### src/include/sdgc_pkg.sv
// constants, types and register map of the system clock divider go control
// assumes a classic wishbone master and one clock that stands for the divider source
package sdgc_pkg;

  // ************************************************************
  // register map
  // ************************************************************
  localparam logic [31:0] SDGC_ADDR_CMD   = 32'h029a_0138;
  localparam logic [31:0] SDGC_ADDR_STAT  = 32'h029a_013c;
  localparam logic [31:0] SDGC_ADDR_ALN   = 32'h029a_0140;
  localparam logic [31:0] SDGC_ADDR_CHG   = 32'h029a_0144;
  localparam logic [31:0] SDGC_ADDR_CLKON = 32'h029a_0150;
  localparam logic [31:0] SDGC_ADDR_DIV4  = 32'h029a_0160;
  localparam logic [31:0] SDGC_ADDR_DIV5  = 32'h029a_0164;
  localparam logic [31:0] SDGC_ADDR_IST   = 32'h029a_0170;
  localparam logic [31:0] SDGC_ADDR_IMSK  = 32'h029a_0174;

  // ************************************************************
  // field positions
  // ************************************************************
  localparam int SDGC_EN_POS   = 15;
  localparam int SDGC_ALN4_POS = 3;
  localparam int SDGC_CHG4_POS = 3;
  localparam int SDGC_ON4_POS  = 3;
  localparam int SDGC_ON1_POS  = 1;

  // ************************************************************
  // reset values
  // ************************************************************
  localparam logic       SDGC_RST_EN    = 1'b1;
  localparam logic [4:0] SDGC_RST_RATIO = 5'h0_0;
  localparam logic [1:0] SDGC_RST_ALN   = 2'h3;
  localparam logic [1:0] SDGC_RST_IMSK  = 2'h0;

  typedef enum logic [2:0] {
    SDGC_ST_IDLE  = 3'b001,
    SDGC_ST_APPLY = 3'b010,
    SDGC_ST_DONE  = 3'b100
  } sdgc_state_e;

  // index 1 is the fifth clock, index 0 the fourth
  typedef struct packed {
    logic        cyc;
    logic        stb;
    logic        we;
    logic [31:0] adr;
    logic [3:0]  sel;
    logic [31:0] dat;
  } sdgc_wb_req_s;

  typedef struct packed {
    sdgc_state_e st;
    logic        busy;
    logic        ack;
    logic [31:0] rdat;
    logic        go_bit;
    logic [1:0]  en;
    logic [4:0]  prog5;
    logic [4:0]  act5;
    logic [4:0]  prog4;
    logic [4:0]  act4;
    logic [1:0]  aln;
    logic [1:0]  chg;
    logic [1:0]  applied;
    logic [4:0]  cnt5;
    logic [5:0]  cnt4;
    logic        tick5;
    logic        tick4;
    logic [1:0]  ist;
    logic [1:0]  imsk;
    logic        irq;
  } sdgc_st_s;

endpackage : sdgc_pkg

### src/verilog/sdgc_top.sv
// fourth and fifth system clock dividers, go command, status, alignment and flags
// assumes clk is the divider source and a classic wishbone master
//
// Implementation choice: the Wishbone slave port.
module sdgc_top
  import sdgc_pkg::*;
(
  input  wire logic        clk,
  input  wire logic        reset_n,
  input  wire logic        wb_cyc_i,
  input  wire logic        wb_stb_i,
  input  wire logic        wb_we_i,
  input  wire logic [31:0] wb_adr_i,
  input  wire logic [3:0]  wb_sel_i,
  input  wire logic [31:0] wb_dat_i,
  output logic      [31:0] wb_dat_o,
  output logic             wb_ack_o,
  input  wire logic [1:0]  other_clocks_on,
  output logic             fifth_system_clock,
  output logic             fourth_system_clock,
  output logic             go_status_bit,
  output logic             irq
);

  // ************************************************************
  // helpers
  // ************************************************************
  function automatic logic [31:0] sdgc_merge(input logic [31:0] old_v,
                                             input logic [31:0] new_v,
                                             input logic [3:0]  sel);
    logic [31:0] m;
    m = {{8{sel[3]}}, {8{sel[2]}}, {8{sel[1]}}, {8{sel[0]}}};
    return (old_v & ~m) | (new_v & m);
  endfunction : sdgc_merge

  function automatic logic [31:0] sdgc_div_img(input logic       en,
                                               input logic [4:0] ratio);
    logic [31:0] v;
    v = 32'h0000_0000;
    v[SDGC_EN_POS] = en;
    v[4:0] = ratio;
    return v;
  endfunction : sdgc_div_img

  sdgc_wb_req_s req;
  sdgc_st_s     s_reg;
  sdgc_st_s     s_next;

  assign req = '{cyc: wb_cyc_i, stb: wb_stb_i, we: wb_we_i,
                 adr: wb_adr_i, sel: wb_sel_i, dat: wb_dat_i};

  // ************************************************************
  // next state
  // ************************************************************
  always_comb begin
    logic        take;
    logic        wr;
    logic        start;
    logic [31:0] v;
    logic [1:0]  set_chg;
    logic        align;
    logic        done;
    take    = 1'b0;
    wr      = 1'b0;
    start   = 1'b0;
    v       = 32'h0000_0000;
    set_chg = 2'b00;
    align   = 1'b0;
    done    = 1'b0;
    s_next  = s_reg;

    // one-cycle wait state: ack follows the request by one edge
    take = req.cyc & req.stb & ~s_reg.ack;
    wr   = take & req.we;
    s_next.ack = take;

    // divider counters; a disabled divider clears its counter to zero and gives no ticks
    if (s_reg.en[1]) begin
      s_next.cnt5  = (s_reg.cnt5 >= s_reg.act5) ? 5'h0_0 : s_reg.cnt5 + 5'h0_1;
      s_next.tick5 = (s_reg.cnt5 >= s_reg.act5);
    end else begin
      s_next.cnt5  = 5'h0_0;
      s_next.tick5 = 1'b0;
    end
    if (s_reg.en[0]) begin
      s_next.cnt4  = (s_reg.cnt4 >= {s_reg.act4, 1'b1}) ? 6'h0_0 : s_reg.cnt4 + 6'h0_1;
      s_next.tick4 = (s_reg.cnt4 >= {s_reg.act4, 1'b1});
    end else begin
      s_next.cnt4  = 6'h0_0;
      s_next.tick4 = 1'b0;
    end

    // read image; reserved bits stay zero
    if (take) begin
      case (req.adr)
        SDGC_ADDR_CMD:   s_next.rdat = {31'h0, s_reg.go_bit};
        SDGC_ADDR_STAT:  s_next.rdat = {31'h0, s_reg.busy};
        SDGC_ADDR_ALN:   s_next.rdat = {27'h0, s_reg.aln, 3'h0};
        SDGC_ADDR_CHG:   s_next.rdat = {27'h0, s_reg.chg, 3'h0};
        SDGC_ADDR_CLKON: begin
          s_next.rdat    = {27'h0, s_reg.en, other_clocks_on, 1'b0};
          s_next.rdat[0] = 1'b1;
        end
        SDGC_ADDR_DIV4:  s_next.rdat = sdgc_div_img(s_reg.en[0], s_reg.prog4);
        SDGC_ADDR_DIV5:  s_next.rdat = sdgc_div_img(s_reg.en[1], s_reg.prog5);
        SDGC_ADDR_IST:   s_next.rdat = {30'h0, s_reg.ist};
        SDGC_ADDR_IMSK:  s_next.rdat = {30'h0, s_reg.imsk};
        default:         s_next.rdat = 32'h0000_0000;
      endcase
    end

    // go sequence runs before writes so a write's flag set wins
    case (s_reg.st)
      SDGC_ST_IDLE: begin
      end
      SDGC_ST_APPLY: begin
        s_next.applied = s_reg.chg;
        if (s_reg.chg[1]) begin
          s_next.act5 = s_reg.prog5;
          align = align | s_reg.aln[1];
          if (s_reg.cnt5 > s_reg.prog5) begin
            s_next.cnt5 = 5'h0_0;
          end
        end
        if (s_reg.chg[0]) begin
          s_next.act4 = s_reg.prog4;
          align = align | s_reg.aln[0];
          if (s_reg.cnt4 > {s_reg.prog4, 1'b1}) begin
            s_next.cnt4 = 6'h0_0;
          end
        end
        // restart both counters together so edges line up
        if (align) begin
          s_next.cnt5 = 5'h0_0;
          s_next.cnt4 = 6'h0_0;
        end
        s_next.st = SDGC_ST_DONE;
      end
      SDGC_ST_DONE: begin
        s_next.chg = s_reg.chg & ~s_reg.applied;
        done = 1'b1;
        s_next.st = SDGC_ST_IDLE;
      end
      default: begin
        s_next.st = SDGC_ST_IDLE;
      end
    endcase

    // interrupt clears, before hardware sets
    if (wr && req.adr == SDGC_ADDR_IST && req.sel[0]) begin
      s_next.ist = s_next.ist & ~req.dat[1:0];
    end
    // done set after the clear so a same-cycle clear cannot lose it
    if (done) begin
      s_next.ist[0] = 1'b1;
    end

    if (wr) begin
      case (req.adr)
        SDGC_ADDR_CMD: begin
          if (req.sel[0]) begin
            s_next.go_bit = req.dat[0];
            start = req.dat[0];
          end
        end
        SDGC_ADDR_ALN: begin
          if (req.sel[0]) begin
            s_next.aln = req.dat[4:3];
          end
        end
        SDGC_ADDR_DIV4: begin
          v = sdgc_merge(sdgc_div_img(s_reg.en[0], s_reg.prog4), req.dat, req.sel);
          s_next.en[0] = v[SDGC_EN_POS];
          s_next.prog4 = v[4:0];
          set_chg[0] = (v[4:0] != s_reg.prog4);
        end
        SDGC_ADDR_DIV5: begin
          v = sdgc_merge(sdgc_div_img(s_reg.en[1], s_reg.prog5), req.dat, req.sel);
          s_next.en[1] = v[SDGC_EN_POS];
          s_next.prog5 = v[4:0];
          set_chg[1] = (v[4:0] != s_reg.prog5);
        end
        default: begin
        end
      endcase
    end

    // a go while one is running is dropped; software must poll first
    if (start && s_reg.st == SDGC_ST_IDLE) begin
      s_next.st = SDGC_ST_APPLY;
    end
    s_next.busy = (s_next.st != SDGC_ST_IDLE);

    s_next.chg = s_next.chg | set_chg;
    // a ratio written while applying was not applied: keep its flag
    s_next.applied = s_next.applied & ~set_chg;
    if (|(set_chg & ~s_reg.chg)) begin
      s_next.ist[1] = 1'b1;
    end
    s_next.irq = |(s_next.ist & s_next.imsk);
    if (wr && req.adr == SDGC_ADDR_IMSK && req.sel[0]) begin
      s_next.imsk = req.dat[1:0];
      s_next.irq  = |(s_next.ist & req.dat[1:0]);
    end
  end

  // ************************************************************
  // state register
  // ************************************************************
  always_ff @(posedge clk) begin
    if (!reset_n) begin
      s_reg         <= '0;
      s_reg.st      <= SDGC_ST_IDLE;
      s_reg.en      <= {SDGC_RST_EN, SDGC_RST_EN};
      s_reg.prog5   <= SDGC_RST_RATIO;
      s_reg.act5    <= SDGC_RST_RATIO;
      s_reg.prog4   <= SDGC_RST_RATIO;
      s_reg.act4    <= SDGC_RST_RATIO;
      s_reg.aln     <= SDGC_RST_ALN;
      s_reg.imsk    <= SDGC_RST_IMSK;
    end else begin
      s_reg <= s_next;
    end
  end

  assign wb_dat_o            = s_reg.rdat;
  assign wb_ack_o            = s_reg.ack;
  assign fifth_system_clock  = s_reg.tick5;
  assign fourth_system_clock = s_reg.tick4;
  assign go_status_bit       = s_reg.busy;
  assign irq                 = s_reg.irq;

endmodule : sdgc_top

### config.mk
export PLATFORM = sky130hd
export DESIGN_NAME = sdgc_top
export DESIGN_NICKNAME = d
export VERILOG_FILES = /design/src/include/sdgc_pkg.sv /design/src/verilog/sdgc_top.sv
export SDC_FILE = /design/constraint.sdc
export NUM_CORES = 1
export LEC_CHECK = 0
export ABC_AREA = 1
export BUFFER_PORTS_ARGS = -buffer_cell sky130_fd_sc_hd__buf_2
export CAP_MARGIN = 20
export CORE_UTILIZATION = 25
export DETAILED_ROUTE_END_ITERATION = 10
export PLACE_DENSITY_LB_ADDON = 0.12
export REMOVE_ABC_BUFFERS = 1
export SLEW_MARGIN = 5
export SYNTH_ARGS = -nofsm -noshare
export SYNTH_HDL_FRONTEND = slang
export SYNTH_SLANG_ARGS = --single-unit
### constraint.sdc
create_clock -name clk -period 1.88 [get_ports clk]
set_input_delay 0.094 -clock clk [delete_from_list [all_inputs] [get_ports clk]]
set_output_delay 0.094 -clock clk [all_outputs]
set_load 0.05 [all_outputs]
Word level (Yosys, flattened, before mapping). Cells that the tools add are included.

Equal/unequal tests: 15. $add $sub $neg: 2. Reduce and logical (&&, ||, !) cells: 16. Shifts and indexed selects: 0. Multiply operators: 0. Muxes and demuxes: 29. $lt $le $gt $ge: 4. Bitwise gates (word level): 22. Div/mod/pow operators: 0.

Operators by type and width (number): $eq A32 B26 Y1 const B (9); $pmux W16 S9 (1); $and A16 B16 Y16 (3); $or A16 B16 Y16 (2); $mux W6 (4); $mux W5 (4); $not A16 Y16 (1); $mux W1 (13); $mux W13 (1); $and A2 B2 Y2 (6); $reduce_and A2 Y1 (6); $mux W11 (1); $ne A5 B5 Y1 (2); $not A2 Y2 (4); $add A6 B1 Y6 const B (1); $ge A6 B6 Y1 (1); $gt A6 B6 Y1 (1); $mux W2 (3); $pmux W3 S2 (1); $reduce_and A3 Y1 (2); $reduce_or A2 Y1 (3); $add A5 B1 Y5 const B (1); $ge A5 B5 Y1 (1); $gt A5 B5 Y1 (1); 10 further kinds (16).

Bits in read-only memories: 0. Flip-flop bits (word level): 84. Latch bits: 0. Memories kept: 0. Output and inout bits: 37. Bits in writable memories: 0.

Logic depth before layout (Yosys ltp).
Word-level depth: 12. Depth in mapped cells: 13. Mapped depth without buffers: 13.

Worst setup path before layout. Ideal clock, no wire load.

Kind: flip-flop to flip-flop. From: reg s_reg (netlist bit wb_ack_o). To: reg s_reg (netlist bit irq). Buffers on the path: 0. Period minus slack after synthesis: 1.581 ns. Slack: 0.299 ns. Data arrival time: 1.468 ns. Cell stages (with the launch flop): 10. Cells stage by stage: dfxtp_1 -> nor2_4 -> nand2_4 -> inv_1 -> nand4_2 -> clkinv_2 -> nand3b_1 -> nand3_1 -> nand2_1 -> nand2_1.

Longest elaborated chain between the ends: 10. Elaborated cells between the ends (all ways): 18. Those cells by class: mux: 5; bitwise: 6; reduce/logical: 7.

Ends and longest elaborated chain: from (decl) (line sdgc_top.sv:46) `sdgc_st_s s_reg;`; from (signal assigned) (line sdgc_top.sv:222) `s_reg <= s_next;`; $not A1 Y1 (*) (line sdgc_top.sv:73) `take = req.cyc & req.stb & ~s_reg.ack;`; $and A1 B1 Y1 (*) (line sdgc_top.sv:73); $and A1 B1 Y1 (*) (line sdgc_top.sv:74) `wr = take & req.we;`; $mux W2 or $logic_and A1 B1 Y1 (tied branches) (line sdgc_top.sv:158, sdgc_top.sv:150); $and A2 B2 Y2 or $logic_and A1 B1 Y1 (tied branches) (line sdgc_top.sv:197, sdgc_top.sv:150); $reduce_or A2 Y1 or $mux W2 (tied branches) (line sdgc_top.sv:197, sdgc_top.sv:150); $mux W1 (on tied branches) (line sdgc_top.sv:197, sdgc_top.sv:154); $and A2 B2 Y2 (on tied branches) (line sdgc_top.sv:200, sdgc_top.sv:203); $reduce_or A2 Y1 (on tied branches) (line sdgc_top.sv:200, sdgc_top.sv:203); $mux W1 (*) (line sdgc_top.sv:201) `if (wr && req.adr == SDGC_ADDR_IMSK && req.sel[0]) begin`.

Every way passes the cells marked *; elsewhere a longest branch is shown, timed or not. A chain may end at the register's enable or synchronous reset.

Worst setup path in the final report.
From: reg s_reg[13] (netlist name). To: reg s_reg[14] (netlist name).

Longest elaborated chain between the ends: 7. Elaborated cells between the ends (all ways): 9. Those cells by class: add/sub: 1; order compare: 2; mux: 6.

Ends and longest elaborated chain: $add A5 B1 Y5 or $ge A5 B5 Y1 (tied branches) (line sdgc_top.sv:79) `s_next.cnt5 = (s_reg.cnt5 >= s_reg.act5) ? 5'h0_0 : s_reg.cnt5 + 5'h0_1;`; $mux W5 (line sdgc_top.sv:79); $mux W5 (line sdgc_top.sv:78) `if (s_reg.en[1]) begin`; $mux W5 (line sdgc_top.sv:121) `if (s_reg.cnt5 > s_reg.prog5) begin`; $mux W5 (line sdgc_top.sv:118) `if (s_reg.chg[1]) begin`; $mux W11 (line sdgc_top.sv:133) `if (align) begin`; $mux W13 (*) (line sdgc_top.sv:113) `case (s_reg.st)`.

Marks and branches as above.

==> out/qor.yml <==
status: "finished clean"
drtPass1Iterations: 4
netlist_instances: 546
rsz0062_at_grt: "false"
cap_violations: 0
hold_viol_final: 0
syn2layout_area_growth_pct: 20.58
comb_power_share_pct: 15.6
dieArea_sq_um: 15430
finalSetupTns_ns: 0
busiest_layer: "met2"
finish.instance_area_sq_um: 4502
drtAntennaViolNets: 0
hold_path_class: "in -> reg"
drt_iter0_markers: 184
synth_top_cell_by_area: "dfxtp_1"
arrival_ns: 1.91
layout.nets: 716
largest_register_ffs: 45
met2_usage_pct: 24.28
setup_viol: 0
finalPower_mw: 3.418
synth-async-reset-ratio_pct: 0
instances_no_fill: 807
seq_area_frac_synth_pct: 31.10
rows: 44
met1_usage_pct: 18.30
io_pins: 112
startpoint_type: "flop"
fmax_mhz: 605.6
root_buffer: "clkbuf_16"
clockBufferDepth: 2
die-height_um: 124.2
final_common_cell: "nand2_1"
clk_pin_slew_worst_paths_ns: 0.05
clock_latency_ns: 0.33
grt_max_degree: 26
cts_tree: "done"
p_sw_uw: 962.6
layout_common_cells: "113 x nand2_1, 80 x inv_1, 58 x dfxtp_1"
syn_area_sq_um: 3734
synth.distinct_cells: 38
synth-edff-count: 0
power.density_nw_per_um2: 759.3
irDropWorstVdd_uv: 537.9
synth.avg_cell_area_sq_um: 6.838
grt.overflow.total: 0
place_hpwl_mm: 8.394
crit_fanout: 5
drv_slew: 0
synthDominantCellAreaShare_pct: 31.10
gr-usage-all-layers_pct: 14.48
yosysWarnings: 0
cts.sinks: 58
h-tree-depth: 3
first_global_vias: 3611
gp_congestion: 0.7888
start_util_pct: 25.69
switching_share_pct: 28.16
drc_errors: 0
via_count: 3571
place_inst: 791
wl_per_cell_um: 13.20
die_w_um: 124.2
layout-drive-gt1-share_pct: 19.42
p_int_mw: 2.456
final_core_util_pct: 30.97
synth_area_leaders: "dfxtp_1 31%, nand2_1 11%, inv_1 8.0%"
min_period_ns: 1.651
via_per_inst: 4.425
grt_pass1_wl_mm: 17.53
pwr-share-clk_pct: 46.3
cp-end-kind: "flop"
seqPwrFrac_pct: 38.1
synthFlopType: "dfxtp_1"
io_buffers: 57
finClkSkew_ns: 0.004819
period_share_pct: 87.84
cts_buffers: 9
core_area_sq_um: 14530
required_ns: 2.14
leakage_nw: 2.101
hold_buffers: 0
antenna_found_initial: 0
path_class: "reg -> reg"
ys_ff_latch: 58
routed_wl_mm: 10.65
diodes: 0
placed_area_sq_um: 4198
use_met3_pct: 3.750
## Yosys cell counts, drive strengths merged, types with 4 or more instances
master	count
nand2	116
inv	84
dfxtp	58
nor2	52
a21oi	48
nand3	40
buf	38
o21ai	35
ha	22
nand4	16
nor3	7
o211ai	5
clkbuf	4
## cell families (layout without fill, tap and decap cells)
kind of cell | count (synthesis) | in the layout | synth area share [%]
AND/OR/NAND/NOR | 235 | 235 | 29.12
AO/OA/AOI/OAI | 98 | 98 | 14.44
buffers and inverters | 127 | 179 | 16.69
adder cells (fa/ha/maj) | 22 | 22 | 7.373
XOR/XNOR | 5 | 5 | 1.173
other | 1 | 26 | 0.1004
flip-flops | 58 | 58 | 31.10
## layer usage
metal | up-vias | part of all wire [%] | wire length, um
li1 | 1865 | - | -
met5 | - | 0 | 0
met1 | 1628 | 47 | 5016
met3 | 11 | 4.6 | 486
met4 | 0 | 1.2 | 128
met2 | 67 | 47 | 5021
## cell type report
| class | instances | area, sq um |
|---|---|---|
| inverter | 85 | 320.3 |
| multi-input combinational | 386 | 2049 |
| timing repair buffer | 79 | 450.4 |
| clock inverter | 2 | 10.01 |
| tap | 184 | 230.2 |
| clock buffer | 13 | 280.3 |
| fill | 1623 | 10030 |
| sequential | 58 | 1161 |
## power groups by stage
stage	combinational, mW	clock (mW)	sequential [mW]
finish	0.534	1.58	1.30
global placement	0.523	0	1.33
floorplan	0.329	0	1.36
global route	0.600	1.68	1.31
detailed placement	0.526	0	1.33
CTS	0.528	1.63	1.30
## worst max-delay path, cell delays in order, from the launching register on
cell and delay [ns]:
dfxtp_1 0.35, inv_1 0.09, ha_1 0.29, inv_1 0.05
nand2_1 0.04, a21oi_1 0.12, o21bai_1 0.07, a21o_1 0.18
a21oi_2 0.18, nand2_2 0.11, nor2_1 0.10
## final timing paths
check,slack [ns],startpoint,cells after the start,to
setup reg to reg,0.23,s_reg[13]$_SDFF_PN0_,10,s_reg[14]$_SDFF_PN0_
setup / recovery,0.23,s_reg[13]$_SDFF_PN0_,10,s_reg[14]$_SDFF_PN0_
hold / removal,0.07,wb_dat_i[15],3,flop
hold reg to reg,0.46,s_reg[24]$_SDFFE_PN0P_,2,s_reg[24]$_SDFFE_PN0P_
## through the flow
| stage | hold WS (ns) | setup slack (ns) |
|---|---|---|
| 2_1_floorplan | 0.1916 | 0.2993 |
| 3_3_place_gp | 0.4053 | 0.2038 |
| 3_5_place_dp | 0.4129 | 0.1669 |
| 4_1_cts | 0.06190 | 0.1597 |
| 5_1_grt | 0.08514 | 0.007839 |
| 6_report | 0.06838 | 0.2286 |
## timing repair
action	CTS	global route
endpoints found under the setup margin	0	11
buffers inserted	0	1
gates resized for setup	0	2
Power figures use the tool's default switching activity.
